==> src/inc/tpdo_emcy_pkg.sv <==
package tpdo_emcy_pkg;

  // ----------------------------------------------------------------
  // Register map (byte addresses)
  // ----------------------------------------------------------------
  localparam logic [11:0] ADDR_CTRL = 12'h000;
  localparam logic [11:0] ADDR_NODE = 12'h004;
  localparam logic [11:0] ADDR_ABORT = 12'h008;
  localparam logic [11:0] ADDR_ERRCODE = 12'h00C;
  localparam logic [11:0] ADDR_STATUS = 12'h010;
  localparam logic [5:0] PAGE_HIST = 6'h01;
  localparam logic [3:0] PAGE_MAP = 4'h1;
  localparam logic [7:0] PAGE_COB = 8'h20;
  localparam int CTRL_PREOP = 0;
  localparam int CTRL_INIT = 1;
  localparam int CTRL_ACK = 2;
  localparam int COB_VALID_BIT = 31;

  // ----------------------------------------------------------------
  // Mapping constants
  // ----------------------------------------------------------------
  localparam int NUM_TPDO = 4;
  localparam int MAP_SLOTS = 8;
  localparam int PDO_MAX_BITS = 64;
  localparam int HIST_DEPTH = 15;
  localparam logic [31:0] MAP_STATUS = 32'h6041_0010;
  localparam logic [31:0] MAP_MODE = 32'h6061_0008;
  localparam logic [31:0] MAP_INPUTS = 32'h60FD_0020;
  localparam logic [31:0] MAP_POSITION = 32'h6064_0020;
  localparam logic [31:0] MAP_VELOCITY = 32'h606C_0020;
  localparam logic [31:0] MAP_TORQUE = 32'h6077_0010;
  localparam logic [3:0] CNT_TPDO1 = 4'h3;
  localparam logic [3:0] CNT_OTHER = 4'h2;
  localparam logic [31:0] COB_BASE_TPDO = 32'h0000_0180;
  localparam logic [31:0] COB_STEP_TPDO = 32'h0000_0100;

  // ----------------------------------------------------------------
  // Abort and emergency codes
  // ----------------------------------------------------------------
  localparam logic [31:0] ABORT_NONE = 32'h0000_0000;
  localparam logic [31:0] ABORT_NO_OBJECT = 32'h0602_0000;
  localparam logic [31:0] ABORT_NOT_MAPPABLE = 32'h0604_0041;
  localparam logic [31:0] ABORT_MAP_LENGTH = 32'h0604_0042;
  localparam logic [31:0] ABORT_STATE = 32'h0800_0022;
  localparam logic [15:0] EMCY_NO_ERROR = 16'h0000;
  localparam logic [15:0] CAN_STATE_CODE = 16'h8170;
  localparam logic [10:0] EMCY_BASE_ID = 11'h080;
  localparam logic [7:0] ERR_GENERIC = 8'h01;

  localparam logic [1:0] RESP_OKAY = 2'b00;
  localparam logic [1:0] RESP_SLVERR = 2'b10;
  localparam logic [1:0] RESP_DECERR = 2'b11;

  typedef logic [MAP_SLOTS-1:0][31:0] map_tab_t;

  typedef enum logic {ERR_IDLE, ERR_FAULT} err_state_e;

  typedef struct packed {
    logic [10:0] id;
    logic [3:0] dlc;
    logic [63:0] data;
  } emcy_frame_s;

  typedef struct packed {
    logic [15:0] code;
    logic [7:0] errClass;
    logic [39:0] mfr;
  } err_event_s;

endpackage : tpdo_emcy_pkg

==> src/hdl/tpdo_mapping_emcy_framer.sv <==
`timescale 1ns/100ps
module tpdo_mapping_emcy_framer
  import tpdo_emcy_pkg::*;
(
  input wire logic mclk,
  input wire logic rst,
  input wire logic [11:0] s_axi_awaddr,
  input wire logic s_axi_awvalid,
  output logic s_axi_awready,
  input wire logic [31:0] s_axi_wdata,
  input wire logic [3:0] s_axi_wstrb,
  input wire logic s_axi_wvalid,
  output logic s_axi_wready,
  output logic [1:0] s_axi_bresp,
  output logic s_axi_bvalid,
  input wire logic s_axi_bready,
  input wire logic [11:0] s_axi_araddr,
  input wire logic s_axi_arvalid,
  output logic s_axi_arready,
  output logic [31:0] s_axi_rdata,
  output logic [1:0] s_axi_rresp,
  output logic s_axi_rvalid,
  input wire logic s_axi_rready,
  input wire logic errEvent,
  input wire err_event_s errInfo,
  input wire logic errCausesActive,
  output emcy_frame_s emcyFrame,
  output logic emcyValid,
  input wire logic emcyReady,
  output logic [NUM_TPDO-1:0] tpdoEnable,
  output logic faultState
);

  // ----------------------------------------------------------------
  // Helpers
  // ----------------------------------------------------------------
  function automatic logic [31:0] defaultEntry(input int tp, input int slot);
    logic [31:0] e;
    e = 32'h0000_0000;
    if (slot == 0)
      e = MAP_STATUS;
    else if (slot == 1)
      case (tp)
        0: e = MAP_MODE;
        1: e = MAP_POSITION;
        2: e = MAP_VELOCITY;
        default: e = MAP_TORQUE;
      endcase
    else if (slot == 2 && tp == 0)
      e = MAP_INPUTS;
    return e;
  endfunction : defaultEntry

  // Only the process values this drive can actually sample are mappable
  function automatic logic [31:0] checkEntry(input logic [31:0] e);
    logic [31:0] code;
    code = ABORT_NO_OBJECT;
    // index [31:16], sub-index [15:8], length [7:0]
    case (e[31:8])
      MAP_STATUS[31:8], MAP_MODE[31:8], MAP_INPUTS[31:8], MAP_POSITION[31:8], MAP_VELOCITY[31:8],
      MAP_TORQUE[31:8]:
        code = (e == MAP_STATUS || e == MAP_MODE || e == MAP_INPUTS || e == MAP_POSITION ||
                e == MAP_VELOCITY || e == MAP_TORQUE) ? ABORT_NONE : ABORT_NOT_MAPPABLE;
      default: code = ABORT_NO_OBJECT;
    endcase
    return code;
  endfunction : checkEntry

  function automatic logic [31:0] checkCount(input map_tab_t t, input logic [31:0] n);
    logic [31:0] code;
    logic [8:0] bits;
    code = ABORT_NONE;
    bits = 9'h000;
    if (n > 32'(MAP_SLOTS))
      code = ABORT_MAP_LENGTH;
    else
    begin
      for (int i = 0; i < MAP_SLOTS; i++)
        if (32'(i) < n)
        begin
          bits = bits + {1'b0, t[i][7:0]};
          if (checkEntry(t[i]) != ABORT_NONE)
            code = ABORT_NO_OBJECT;
        end
      if (code == ABORT_NONE && bits > 9'(PDO_MAX_BITS))
        code = ABORT_MAP_LENGTH;
    end
    return code;
  endfunction : checkCount

  function automatic logic [31:0] mergeBytes(input logic [31:0] old, input logic [31:0] nw, input logic [3:0] strb);
    logic [31:0] r;
    r = old;
    for (int b = 0; b < 4; b++)
      if (strb[b])
        r[8*b +: 8] = nw[8*b +: 8];
    return r;
  endfunction : mergeBytes

  // ----------------------------------------------------------------
  // State
  // ----------------------------------------------------------------
  map_tab_t mapTab_r [NUM_TPDO];
  logic [3:0] mapCnt_r [NUM_TPDO];
  logic [31:0] cobTab_r [NUM_TPDO];
  logic [15:0] hist_r [HIST_DEPTH];
  logic [3:0] histCnt_r;
  logic preOp_r;
  logic [6:0] node_r;
  logic [31:0] abort_r;
  logic [15:0] lastCode_r;
  logic [7:0] errReg_r;
  err_state_e errState_r;
  logic awHave_r;
  logic wHave_r;
  logic [11:0] awAddr_r;
  logic [31:0] wData_r;
  logic [3:0] wStrb_r;
  logic bValid_r;
  logic [1:0] bResp_r;
  logic rValid_r;
  logic [31:0] rData_r;
  logic [1:0] rResp_r;
  logic emcyValid_r;
  emcy_frame_s emcyFrame_r;

  // ----------------------------------------------------------------
  // Address decode
  // ----------------------------------------------------------------
  function automatic logic [33:0] regRead(input logic [11:0] a);
    logic [33:0] r;
    logic [1:0] tp;
    logic [3:0] sub;
    r = {RESP_DECERR, 32'h0000_0000};
    tp = a[7:6];
    sub = a[5:2];
    if (a == ADDR_CTRL)
      r = {RESP_OKAY, 31'h0000_0000, preOp_r};
    else if (a == ADDR_NODE)
      r = {RESP_OKAY, 25'h000_0000, node_r};
    else if (a == ADDR_ABORT)
      r = {RESP_OKAY, abort_r};
    else if (a == ADDR_ERRCODE)
      r = {RESP_OKAY, 16'h0000, lastCode_r};
    else if (a == ADDR_STATUS)
      r = {RESP_OKAY, 16'h0000, histCnt_r, 3'h0, errState_r == ERR_FAULT, errReg_r};
    else if (a[11:6] == PAGE_HIST && a[5:2] != 4'h0)
      r = {RESP_OKAY, 16'h0000, hist_r[a[5:2] - 4'h1]};
    else if (a[11:8] == PAGE_MAP && sub == 4'h0)
      r = {RESP_OKAY, 28'h000_0000, mapCnt_r[tp]};
    else if (a[11:8] == PAGE_MAP && sub <= 4'(MAP_SLOTS))
      r = {RESP_OKAY, mapTab_r[tp][sub[2:0] - 3'h1]};
    else if (a[11:4] == PAGE_COB)
      r = {RESP_OKAY, cobTab_r[a[3:2]] + {25'h000_0000, node_r}};
    return r;
  endfunction : regRead

  wire doWrite = awHave_r && wHave_r && !bValid_r;
  // A process, not an assign: it must follow every register that the decoder reads
  logic [33:0] wrOld;
  logic [33:0] rdWord;
  always_comb
  begin
    wrOld = regRead(awAddr_r);
    rdWord = regRead(s_axi_araddr);
  end
  wire [31:0] wrVal = mergeBytes(wrOld[31:0], wData_r, wStrb_r);
  wire [1:0] wrTp = awAddr_r[7:6];
  wire [3:0] wrSub = awAddr_r[5:2];
  wire wrIsMap = awAddr_r[11:8] == PAGE_MAP && wrSub <= 4'(MAP_SLOTS);
  wire wrIsCnt = wrIsMap && wrSub == 4'h0;
  wire wrIsEntry = wrIsMap && wrSub != 4'h0;
  wire wrIsCob = awAddr_r[11:4] == PAGE_COB;
  wire wrIsCtrl = awAddr_r == ADDR_CTRL;
  wire wrIsNode = awAddr_r == ADDR_NODE;
  wire wrIsAbort = awAddr_r == ADDR_ABORT;
  wire wrMapped = wrIsMap || wrIsCob || wrIsCtrl || wrIsNode || wrIsAbort;

  // Mapping edits need pre-op, and entries need the count held at zero first
  wire [31:0] entryCode = (!preOp_r || mapCnt_r[wrTp] != 4'h0) ? ABORT_STATE : checkEntry(wrVal);
  wire [31:0] cntCode = !preOp_r ? ABORT_STATE :
                        wrVal == 32'h0000_0000 ? ABORT_NONE :
                        mapCnt_r[wrTp] != 4'h0 ? ABORT_STATE : checkCount(mapTab_r[wrTp], wrVal);
  wire [31:0] wrCode = wrIsEntry ? entryCode : wrIsCnt ? cntCode : ABORT_NONE;
  wire wrAccept = doWrite && wrMapped && wrCode == ABORT_NONE;
  wire [1:0] wrResp = !wrMapped ? RESP_DECERR : (wrCode != ABORT_NONE) ? RESP_SLVERR : RESP_OKAY;
  wire initPulse = wrAccept && wrIsCtrl && wrVal[CTRL_INIT];
  wire ackPulse = wrAccept && wrIsCtrl && wrVal[CTRL_ACK];

  // ----------------------------------------------------------------
  // AXI4-Lite slave
  // ----------------------------------------------------------------
  assign s_axi_awready = !awHave_r;
  assign s_axi_wready = !wHave_r;
  assign s_axi_bvalid = bValid_r;
  assign s_axi_bresp = bResp_r;
  assign s_axi_arready = !rValid_r;
  assign s_axi_rvalid = rValid_r;
  assign s_axi_rdata = rData_r;
  assign s_axi_rresp = rResp_r;

  always_ff @(posedge mclk or posedge rst)
  begin
    if (rst)
    begin
      awHave_r <= 1'b0;
      wHave_r <= 1'b0;
      awAddr_r <= 12'h000;
      wData_r <= 32'h0000_0000;
      wStrb_r <= 4'h0;
      bValid_r <= 1'b0;
      bResp_r <= RESP_OKAY;
    end
    else
    begin
      if (s_axi_awvalid && !awHave_r)
      begin
        awHave_r <= 1'b1;
        awAddr_r <= s_axi_awaddr;
      end
      if (s_axi_wvalid && !wHave_r)
      begin
        wHave_r <= 1'b1;
        wData_r <= s_axi_wdata;
        wStrb_r <= s_axi_wstrb;
      end
      if (doWrite)
      begin
        bValid_r <= 1'b1;
        bResp_r <= wrResp;
      end
      else if (bValid_r && s_axi_bready)
      begin
        bValid_r <= 1'b0;
        awHave_r <= 1'b0;
        wHave_r <= 1'b0;
      end
    end
  end

  always_ff @(posedge mclk or posedge rst)
  begin
    if (rst)
    begin
      rValid_r <= 1'b0;
      rData_r <= 32'h0000_0000;
      rResp_r <= RESP_OKAY;
    end
    else if (s_axi_arvalid && !rValid_r)
    begin
      rValid_r <= 1'b1;
      rData_r <= rdWord[31:0];
      rResp_r <= rdWord[33:32];
    end
    else if (rValid_r && s_axi_rready)
      rValid_r <= 1'b0;
  end

  // ----------------------------------------------------------------
  // Mapping tables and communication objects
  // ----------------------------------------------------------------
  always_ff @(posedge mclk or posedge rst)
  begin
    if (rst)
    begin
      for (int t = 0; t < NUM_TPDO; t++)
      begin
        for (int s = 0; s < MAP_SLOTS; s++)
          mapTab_r[t][s] <= defaultEntry(t, s);
        mapCnt_r[t] <= (t == 0) ? CNT_TPDO1 : CNT_OTHER;
        cobTab_r[t] <= COB_BASE_TPDO + 32'(t) * COB_STEP_TPDO;
      end
      preOp_r <= 1'b0;
      node_r <= 7'h01;
      abort_r <= ABORT_NONE;
    end
    else if (doWrite)
    begin
      if (wrCode != ABORT_NONE)
        abort_r <= wrCode;
      else if (wrAccept && wrIsAbort)
        abort_r <= ABORT_NONE;
      if (wrAccept && wrIsEntry)
        mapTab_r[wrTp][wrSub[2:0] - 3'h1] <= wrVal;
      if (wrAccept && wrIsCnt)
        mapCnt_r[wrTp] <= wrVal[3:0];
      if (wrAccept && wrIsCob)
        cobTab_r[awAddr_r[3:2]] <= {wrVal[31], 20'h0_0000, wrVal[10:0] - {4'h0, node_r}};
      if (wrAccept && wrIsCtrl)
        preOp_r <= wrVal[CTRL_PREOP];
      if (wrAccept && wrIsNode)
        node_r <= wrVal[6:0];
    end
  end

  genvar g;
  generate
    for (g = 0; g < NUM_TPDO; g++)
    begin : gTpdo
      assign tpdoEnable[g] = !cobTab_r[g][COB_VALID_BIT] && mapCnt_r[g] != 4'h0;
      a_tpdo_gate: assert property (@(posedge mclk) disable iff (rst)
        (wrAccept && wrIsCnt && wrTp == 2'(g) && wrVal == 32'h0000_0000) |=> !tpdoEnable[g])
        else $error("TPDO still enabled after mapping count cleared");
    end
  endgenerate

  // ----------------------------------------------------------------
  // Error state and emergency framing
  // ----------------------------------------------------------------
  wire newError = errEvent && errInfo.code != EMCY_NO_ERROR;
  wire ackClears = ackPulse && !errCausesActive && errState_r == ERR_FAULT;
  wire [15:0] frameCode = newError ? errInfo.code : EMCY_NO_ERROR;
  wire [7:0] frameReg = newError ? (errInfo.errClass | ERR_GENERIC) : 8'h00;
  // The frame carries the accumulated error register, not only the new class
  wire [7:0] errReg_nxt = newError ? (errReg_r | frameReg) : ackClears ? 8'h00 : errReg_r;
  wire [39:0] frameMfr = newError ? errInfo.mfr : initPulse ? {24'h00_0000, CAN_STATE_CODE[15:8], CAN_STATE_CODE[7:0]} :
                         40'h00_0000_0000;
  wire sendFrame = newError || initPulse || ackClears;

  assign faultState = errState_r == ERR_FAULT;
  assign emcyValid = emcyValid_r;
  assign emcyFrame = emcyFrame_r;

  always_ff @(posedge mclk or posedge rst)
  begin
    if (rst)
    begin
      errState_r <= ERR_IDLE;
      errReg_r <= 8'h00;
      lastCode_r <= EMCY_NO_ERROR;
      histCnt_r <= 4'h0;
      for (int i = 0; i < HIST_DEPTH; i++)
        hist_r[i] <= EMCY_NO_ERROR;
      emcyValid_r <= 1'b0;
      emcyFrame_r <= '0;
    end
    else
    begin
      // A new error wins over an acknowledge in the same cycle
      if (newError)
      begin
        errState_r <= ERR_FAULT;
        errReg_r <= errReg_nxt;
        lastCode_r <= errInfo.code;
        hist_r[0] <= errInfo.code;
        for (int i = 1; i < HIST_DEPTH; i++)
          hist_r[i] <= hist_r[i-1];
        if (histCnt_r != 4'(HIST_DEPTH))
          histCnt_r <= histCnt_r + 4'h1;
      end
      else if (ackClears)
      begin
        errState_r <= ERR_IDLE;
        errReg_r <= errReg_nxt;
        lastCode_r <= EMCY_NO_ERROR;
      end
      // Otherwise a failed acknowledge leaves the fault standing
      if (sendFrame)
      begin
        // Latest event replaces an unsent frame: the newest state matters most
        emcyValid_r <= 1'b1;
        emcyFrame_r.id <= EMCY_BASE_ID + {4'h0, node_r};
        emcyFrame_r.dlc <= 4'h8;
        emcyFrame_r.data <= {frameMfr, errReg_nxt, frameCode[15:8], frameCode[7:0]};
      end
      else if (emcyReady)
        emcyValid_r <= 1'b0;
    end
  end

  // ----------------------------------------------------------------
  // Checks
  // ----------------------------------------------------------------
  a_fault_entry: assert property (@(posedge mclk) disable iff (rst)
    (errState_r == ERR_IDLE && newError) |=> faultState && emcyValid && emcyFrame.data[15:0] == $past(errInfo.code))
    else $error("First error did not enter fault with emergency frame");
  a_hist_newest: assert property (@(posedge mclk) disable iff (rst)
    newError |=> hist_r[0] == $past(errInfo.code) && hist_r[1] == $past(hist_r[0]))
    else $error("History did not shift in newest code");
  a_last_code: assert property (@(posedge mclk) disable iff (rst)
    newError |=> lastCode_r == $past(errInfo.code))
    else $error("Latest error code not stored");
  a_ack_stay: assert property (@(posedge mclk) disable iff (rst)
    (faultState && ackPulse && errCausesActive) |=> faultState [*2])
    else $error("Failed acknowledge left fault state");
  a_ack_clear: assert property (@(posedge mclk) disable iff (rst)
    (ackClears && !newError) |=> !faultState && emcyValid && emcyFrame.data[23:0] == 24'h00_0000)
    else $error("Successful acknowledge did not send no-error frame");
  a_generic_bit: assert property (@(posedge mclk) disable iff (rst)
    faultState |-> errReg_r[0])
    else $error("Generic error bit clear in fault state");
  a_emcy_id: assert property (@(posedge mclk) disable iff (rst)
    $rose(emcyValid) |-> emcyFrame.id == EMCY_BASE_ID + {4'h0, node_r} && emcyFrame.data[23:16] == errReg_r)
    else $error("Emergency identifier or register byte wrong");
  a_remap_locked: assert property (@(posedge mclk) disable iff (rst)
    (doWrite && wrIsMap && !preOp_r) |=> s_axi_bresp == RESP_SLVERR && $stable(mapCnt_r[0]) &&
      $stable(mapCnt_r[1]) && $stable(mapCnt_r[2]) && $stable(mapCnt_r[3]))
    else $error("Mapping changed outside pre-operational");
  a_count_abort: assert property (@(posedge mclk) disable iff (rst)
    (doWrite && wrIsCnt && preOp_r && mapCnt_r[wrTp] == 4'h0 && wrVal > 32'(MAP_SLOTS))
      |=> abort_r == ABORT_MAP_LENGTH && s_axi_bvalid && s_axi_bresp == RESP_SLVERR)
    else $error("Oversized mapping count not aborted");
  a_init_frame: assert property (@(posedge mclk) disable iff (rst)
    (initPulse && !newError) |=> emcyFrame.data[15:0] == EMCY_NO_ERROR && emcyFrame.data[31:24] == CAN_STATE_CODE[7:0])
    else $error("Init frame lacks no-error or CAN state");

  c_fault: cover property (@(posedge mclk) disable iff (rst) errState_r == ERR_IDLE && newError);
  c_ack_clear: cover property (@(posedge mclk) disable iff (rst) ackClears);
  c_abort: cover property (@(posedge mclk) disable iff (rst) doWrite && wrResp == RESP_SLVERR);
  c_hist_full: cover property (@(posedge mclk) disable iff (rst) histCnt_r == 4'(HIST_DEPTH));

endmodule : tpdo_mapping_emcy_framer

==> config.mk <==
export PLATFORM = sky130hd
export DESIGN_NAME = tpdo_mapping_emcy_framer
export DESIGN_NICKNAME = d
export VERILOG_FILES = /design/src/inc/tpdo_emcy_pkg.sv /design/src/hdl/tpdo_mapping_emcy_framer.sv
export SDC_FILE = /design/constraint.sdc
export NUM_CORES = 2
export LEC_CHECK = 0
export BUFFER_PORTS_ARGS = -buffer_cell sky130_fd_sc_hd__buf_2
export CORE_MARGIN = 1
export CORE_UTILIZATION = 63
export CTS_CLUSTER_DIAMETER = 30
export DETAILED_ROUTE_END_ITERATION = 10
export PLACE_DENSITY = 0.81
export SETUP_SLACK_MARGIN = 0.02
export SLEW_MARGIN = 20
export SYNTH_ARGS = -nofsm -noshare
export SYNTH_HDL_FRONTEND = slang
export SYNTH_SLANG_ARGS = --single-unit
==> constraint.sdc <==
create_clock -name mclk -period 64.1 [get_ports mclk]
set_input_delay 12.82 -clock mclk [delete_from_list [all_inputs] [get_ports mclk]]
set_output_delay 12.82 -clock mclk [all_outputs]
set_load 0.005 [all_outputs]
; Yosys cells after proc, flatten, opt, wreduce, memory -nomap -nowiden
; Cells that the tools add are included.
[classes]
n_mux = 167
n_addsub = 16
n_bitwise = 7
n_lt_le_gt_ge = 23
eq_ne = 123
reduce_logical = 143
[ops]
columns = op, n
row1 = 32-bit two-way mux, 61
row2 = "32-bit by 31-bit equality test with 1-bit output, second input constant", 54
row3 = "24-bit by 23-bit equality test with 1-bit output, second input constant", 54
row4 = 256-bit two-way mux, 5
row5 = 256-bit binary-select mux with 2-bit select, 2
row6 = 1024-bit bitwise mux, 1
row7 = 27-bit two-way mux, 20
row8 = 256-bit demux with 2-bit select, 1
row9 = 34-bit two-way mux, 9
row10 = 32-bit nonzero test, 9
row11 = 32-bit binary-select mux with 3-bit select, 2
row12 = 9-bit two-way mux, 15
row13 = 16-bit binary-select mux with 4-bit select, 2
row14 = 32-bit binary-select mux with 2-bit select, 2
row15 = 128-bit bitwise mux, 1
row16 = "3-bit by 32-bit less-than comparator with 1-bit output, first input constant", 4
row17 = 16-bit two-way mux, 8
row18 = 32-bit demux with 3-bit select, 1
row19 = 32-bit zero test, 3
row20 = 8-bit two-way mux, 10
row21 = 32-bit by 7-bit adder with 32-bit output, 2
row22 = 32-bit demux with 2-bit select, 1
row23 = "1-bit by 32-bit less-than comparator with 1-bit output, first input constant", 2
row24 = "2-bit by 32-bit less-than comparator with 1-bit output, first input constant", 2
row25 = other kinds (41), 208
[totals]
word_cells = 555
reg_bits = 1642
out_inout_bits = 126

; Logic depth before layout (Yosys ltp)
[depth]
ltp_word = 58
mapped_depth = 69
ltp_nobuf = 62

; Worst setup path before layout
; OpenSTA, ideal clock, no wires.
[synth_timing]
path_type = input to register
from = input port s_axi_araddr[2]
to = register rData_r[10] (netlist: s_axi_rdata[10])
slack_ns = 46.256
cell_stages = 20
arrival_ns = 17.710
path_cell_list = clkbuf_1 -> clkbuf_1 -> buf_1 -> clkbuf_1 -> buf_1 -> mux4_2 -> ha_1 -> fa_1 -> a21oi_1 -> nor2_1 -> nor2_1 -> o21bai_1 -> a21oi_1 -> nor2b_1 -> o21a_1 -> nand3_1 -> xor2_1 -> o22ai_1 -> a222oi_1 -> o21ai_0
[synth_via]
elab_chain_len = 14
[synth_rtl]
columns = element, line_no
row1 = start: declaration, tpdo_mapping_emcy_framer.sv:17  ; input wire logic [11:0] s_axi_araddr,
row2 = 2-bit NOT with 3-bit output (not written as such), tpdo_mapping_emcy_framer.sv:154  ; r = {RESP_OKAY, cobTab_r[a[3:2]] + {25'h000_0000, node_r}};
row3 = 32-bit binary-select mux with 2-bit select, tpdo_mapping_emcy_framer.sv:154
row4 = 32-bit two-way mux (not written as such) (2 in series), tpdo_mapping_emcy_framer.sv:154
row5 = 32-bit by 7-bit adder with 32-bit output, tpdo_mapping_emcy_framer.sv:154
row6 = 34-bit two-way mux, tpdo_mapping_emcy_framer.sv:153  ; else if (a[11:4] == PAGE_COB)
row7 = 34-bit two-way mux, tpdo_mapping_emcy_framer.sv:151  ; else if (a[11:8] == PAGE_MAP && sub <= 4'(MAP_SLOTS))
row8 = 34-bit two-way mux, tpdo_mapping_emcy_framer.sv:149  ; else if (a[11:8] == PAGE_MAP && sub == 4'h0)
row9 = 34-bit two-way mux, tpdo_mapping_emcy_framer.sv:147  ; else if (a[11:6] == PAGE_HIST && a[5:2] != 4'h0)
row10 = 34-bit two-way mux, tpdo_mapping_emcy_framer.sv:145  ; else if (a == ADDR_STATUS)
row11 = 34-bit two-way mux, tpdo_mapping_emcy_framer.sv:143  ; else if (a == ADDR_ERRCODE)
row12 = 34-bit two-way mux, tpdo_mapping_emcy_framer.sv:141  ; else if (a == ADDR_ABORT)
row13 = 34-bit two-way mux, tpdo_mapping_emcy_framer.sv:139  ; else if (a == ADDR_NODE)
row14 = 34-bit two-way mux *, tpdo_mapping_emcy_framer.sv:137  ; if (a == ADDR_CTRL)
row15 = end signal: assignment, tpdo_mapping_emcy_framer.sv:252  ; rData_r <= rdWord[31:0];
row16 = end: declaration, tpdo_mapping_emcy_framer.sv:122  ; logic [31:0] rData_r;
; Every way passes the cells marked *; elsewhere a longest branch is shown, timed or not. The select of a mux whose other input is x is not followed.
; A chain may end at the register's enable or synchronous reset.

; Worst setup path in the final report
[layout_timing]
from = input port s_axi_araddr[6]
to = register rData_r[3] (netlist: s_axi_rdata[3])
[layout_via]
elab_chain_len = 14
[layout_rtl]
columns = element, line_no
row1 = 2-bit NOT with 3-bit output (not written as such), "tpdo_mapping_emcy_framer.sv:150, tpdo_mapping_emcy_framer.sv:152"
row2 = 256-bit binary-select mux with 2-bit select, tpdo_mapping_emcy_framer.sv:152  ; r = {RESP_OKAY, mapTab_r[tp][sub[2:0] - 3'h1]};
row3 = 256-bit two-way mux (not written as such) (2 in series), tpdo_mapping_emcy_framer.sv:152
row4 = 32-bit binary-select mux with 3-bit select, tpdo_mapping_emcy_framer.sv:152
row5 = 32-bit two-way mux (not written as such), tpdo_mapping_emcy_framer.sv:152
row6 = 34-bit two-way mux, tpdo_mapping_emcy_framer.sv:151
row7 = 34-bit two-way mux, tpdo_mapping_emcy_framer.sv:149
row8 = 34-bit two-way mux, tpdo_mapping_emcy_framer.sv:147
row9 = 34-bit two-way mux, tpdo_mapping_emcy_framer.sv:145
row10 = 34-bit two-way mux, tpdo_mapping_emcy_framer.sv:143
row11 = 34-bit two-way mux, tpdo_mapping_emcy_framer.sv:141
row12 = 34-bit two-way mux, tpdo_mapping_emcy_framer.sv:139
row13 = 34-bit two-way mux *, tpdo_mapping_emcy_framer.sv:137
; Marked as above.

==> summary by stage <==
Critical path
Of all nets on the critical path, the largest fanout is 53. The endpoint of the worst-slack reg-to-reg timing path is mapCnt_r[8]. The nature of the critical path startpoint is an input pin. Data arrives at the worst endpoint at 18.34 ns. The required time at the endpoint of the critical path is 64.85 ns. The most critical setup path has its startpoint at s_axi_araddr[6].

The worst reg2reg path startpoint is awAddr_r[6]. The worst setup path is of the input pin to flip-flop kind. The register-to-register path setup slack is 46.56 ns. The worst reg2reg path depth is 57. The element type at the critical path end is a flip-flop.

Detailed routing
After detailed routing, the number of remaining DRC violations is 5. The detailed-route via count is 63600. After the first detailed-routing iteration, the DRC count stood at 9588.

The first TritonRoute pass finished after 11 iterations. The wire length after detailed routing is 302000 um. Using the TritonRoute via totals, the vias-per-cell ratio works out to 7.36. Dividing the detail-routed wire length by the instance count gives 34.9 um. Once detail routing completed, the nets flagged for antenna violations numbered 0.

CTS
Clock latency on the worst-skew pair, taken at its later pin, is 0.95 ns. In this run the clock root is driven by a clkbuf_16. The number of buffers inserted during clock tree synthesis is 316.

The number of cells upsized or downsized after cts is 0. The H-tree was split into 5 levels. For this design, the sink count on the clock tree is 1531. TritonCTS built the clock tree. After clock tree synthesis, the clock-pin slew on the worst setup and hold paths is 0.05 ns. Buffers inserted to repair hold after CTS numbered 0. The clock tree buffer depth is 4. Once the clock tree was built, the setup fixing pass inserted 0 buffers.

Synthesis
The number of instances in the synthesized netlist is 6401. By instance count, the leading cell after synthesis is dfrtp_1. Synthesis inferred 1531 register bits. The Yosys warning count is 0.

The count of cell types in the netlist is 98. The commonest register cell after synthesis is dfrtp_1. In the synthesized netlist, the cells that appear most often are dfrtp_1, mux2_2, mux4_2. The sequential-to-total area share from yosys stat is 0.467. After synthesis, the cell types taking the most area are dfrtp_1, mux4_2, mux2_2. Of the post-synthesis cell area, the dominant cell type holds 0.444. The share of flip-flops with an asynchronous set or reset after synthesis is 1.00. In this run, synthesis inferred 0 flip-flops with an integrated enable. The post-synthesis cell area is 82200 um2. The post-synthesis cell type with the largest combined area is dfrtp_1. Averaged over all synthesized cells, the footprint is 12.8 um2.

GRT
The wire length of the first global-routing pass is 442000 um. The global router's overall resource usage is 0.464. The remaining global-route overflow is 0. The number of global-route vias before repair was 64700. Entering global routing, the biggest net connects 198 pins. The initial antenna violation count is 24.

STA
The total setup violations reported at the end of the flow is 0. The slew at the pin closest to its max-slew limit is 1.34 ns. For the finished layout, the period the worst path requires is 17.59 ns. The portion of the clock cycle consumed by the worst path in the final layout is 0.274.

The final hold violation count is 0. Based on the critical path, the design can be clocked at up to 56.9 MHz. Measured against its own limit, the worst slew margin works out to 0.103.

The final number of max-transition violations came to 0. Setup repair after global routing left no endpoint under its margin. Setup total negative slack on the finished layout was measured at 0 ns. The clock arrives with 0.0991 ns of skew.

Layout
The share of final-layout standard cells stronger than drive strength 1 is 0.352. Compared with the post-synthesis result, the final layout area differs by 16.7%. After the last flow step, the layout net total stands at 6872. With fillers left out, the area of the finished cells amounts to 95900 um2. The finished layout holds 8649 standard cells, fillers aside.

Place
Detailed placement finished with a half-perimeter wire length of 190000 um. The congestion estimate from routability-driven global placement came to 1.02. The cell count after placement is 8064. After detailed placement, the total cell area comes to 85000 um2. Input and output buffers added on the ports amount to 252.

Floorplan
The cell row count is 132. After floorplanning, the core was sized to cover 129000 um2. In this run the horizontal extent of the chip is 363 um. The starting density of the core is 0.635. The I/O pin total is 260.

The floorplan step defined a die boundary enclosing 132000 um2. The die is 363 um tall.

Job
The max-capacitance violation count is 0.

Run status
The flow ran to the end, but the final reports show violations. The checks that failed: DRC.

Min path
The number of cells on the worst hold path is 2. The class of the tightest hold or removal check is flip-flop to flip-flop. The worst hold path terminates at s_axi_rdata[24]. The source of the worst hold timing path is s_axi_rdata[24].

Power
The worst-case vdd ir drop is 31.5 uV. The total leakage power is 43.5 nW. The cell area power density is 43.0 nW/um2.
-- sequential cells by signal, summed over array words and instances, names as in the netlist, 2 cells and up --
register,flops
emcyFrame,72
histCnt_r,4
node_r,7
mapTab_r,1024
wData_r,32
s_axi_rdata,32
hist_r,240
wStrb_r,4
lastCode_r,16
cobTab_r,48
awAddr_r,12
mapCnt_r,16
abort_r,6
s_axi_bresp,2
errReg_r,8
-- metrics by stage --
step / util / worst slack, ns / total power, W / hold slack [ns]
final: 0.741 / 46.51 / 0.00413 / 0.483
after global routing: 0.741 / 45.61 / 0.00422 / 0.494
after CTS: 0.740 / 46.54 / 0.00406 / 0.485
after detailed placement: 0.656 / 45.60 / 0.00238 / 0.467
after global placement: 0.656 / 45.60 / 0.00235 / 0.456
after floorplan: - / 8.21 / 0.00197 / 0.446
-- worst max-delay path by stage --
stage                           to  slack, ns  depth (start not counted)
floorplan               abort_r[0]       8.21                          1
global placement    s_axi_rdata[3]      45.60                         11
detailed placement  s_axi_rdata[3]      45.60                         11
CTS                 s_axi_rdata[3]      46.54                         11
global route           mapCnt_r[8]      45.61                         56
finish              s_axi_rdata[3]      46.51                         11
-- placed cells by master (no fill, tap or decap), drive strengths merged, types with 101 or more instances in the layout --
| cell | n |
|---|---|
| nor2 | 194 |
| mux2i | 101 |
| buf | 405 |
| dfrtp | 1458 |
| o21ai | 193 |
| mux2 | 696 |
| inv | 104 |
| clkbuf | 377 |
| nand2b | 128 |
| mux4 | 628 |
| nand2 | 383 |
| and2 | 628 |
| a21oi | 155 |
-- cell families after synthesis --
kind of cell / count (synthesis) / synth area share
other cells: 1 / 0.0000456
mux: 1425 / 0.283
simple gates: 1840 / 0.124
compound gates: 873 / 0.0733
xor+xnor: 68 / 0.00724
flops: 1531 / 0.467
buf+inv: 566 / 0.0299
fa+ha+maj: 97 / 0.0157
-- report_power, final --
part	internal, W	switching [W]
combinational	0.000443	0.000818
sequential	0.00107	0.000123
clock	0.00112	0.000558
-- critical path, stage by stage --
cell and delay (ns):
buf_8 0.48, buf_4 0.76, buf_4 0.84, buf_4 0.81
mux4_2 0.62, mux4_2 0.54, mux2i_1 0.59, o22ai_1 0.17
a21oi_1 0.18, a211oi_1 0.06, a221o_1 0.27
-- cell type report --
type	count	area (um2)
multi-input cells	4309	41600
flip-flops and latches	1531	38400
fillers	7803	33500
clock buffers	377	8600
repair buffers	405	2540
clock inverters	179	2230
well taps	1742	2180
inverters	78	300
diodes	28	70.1
-- metal layers --
metal	global-route usage	routed length (um)	up-vias
met5	0.0236	513	-
met4	0.383	30300	22
met3	0.189	41400	1655
met2	0.660	130000	5200
met1	0.551	99800	32100
li1	-	-	24600
Note: power is estimated with default switching activity, not from simulation.
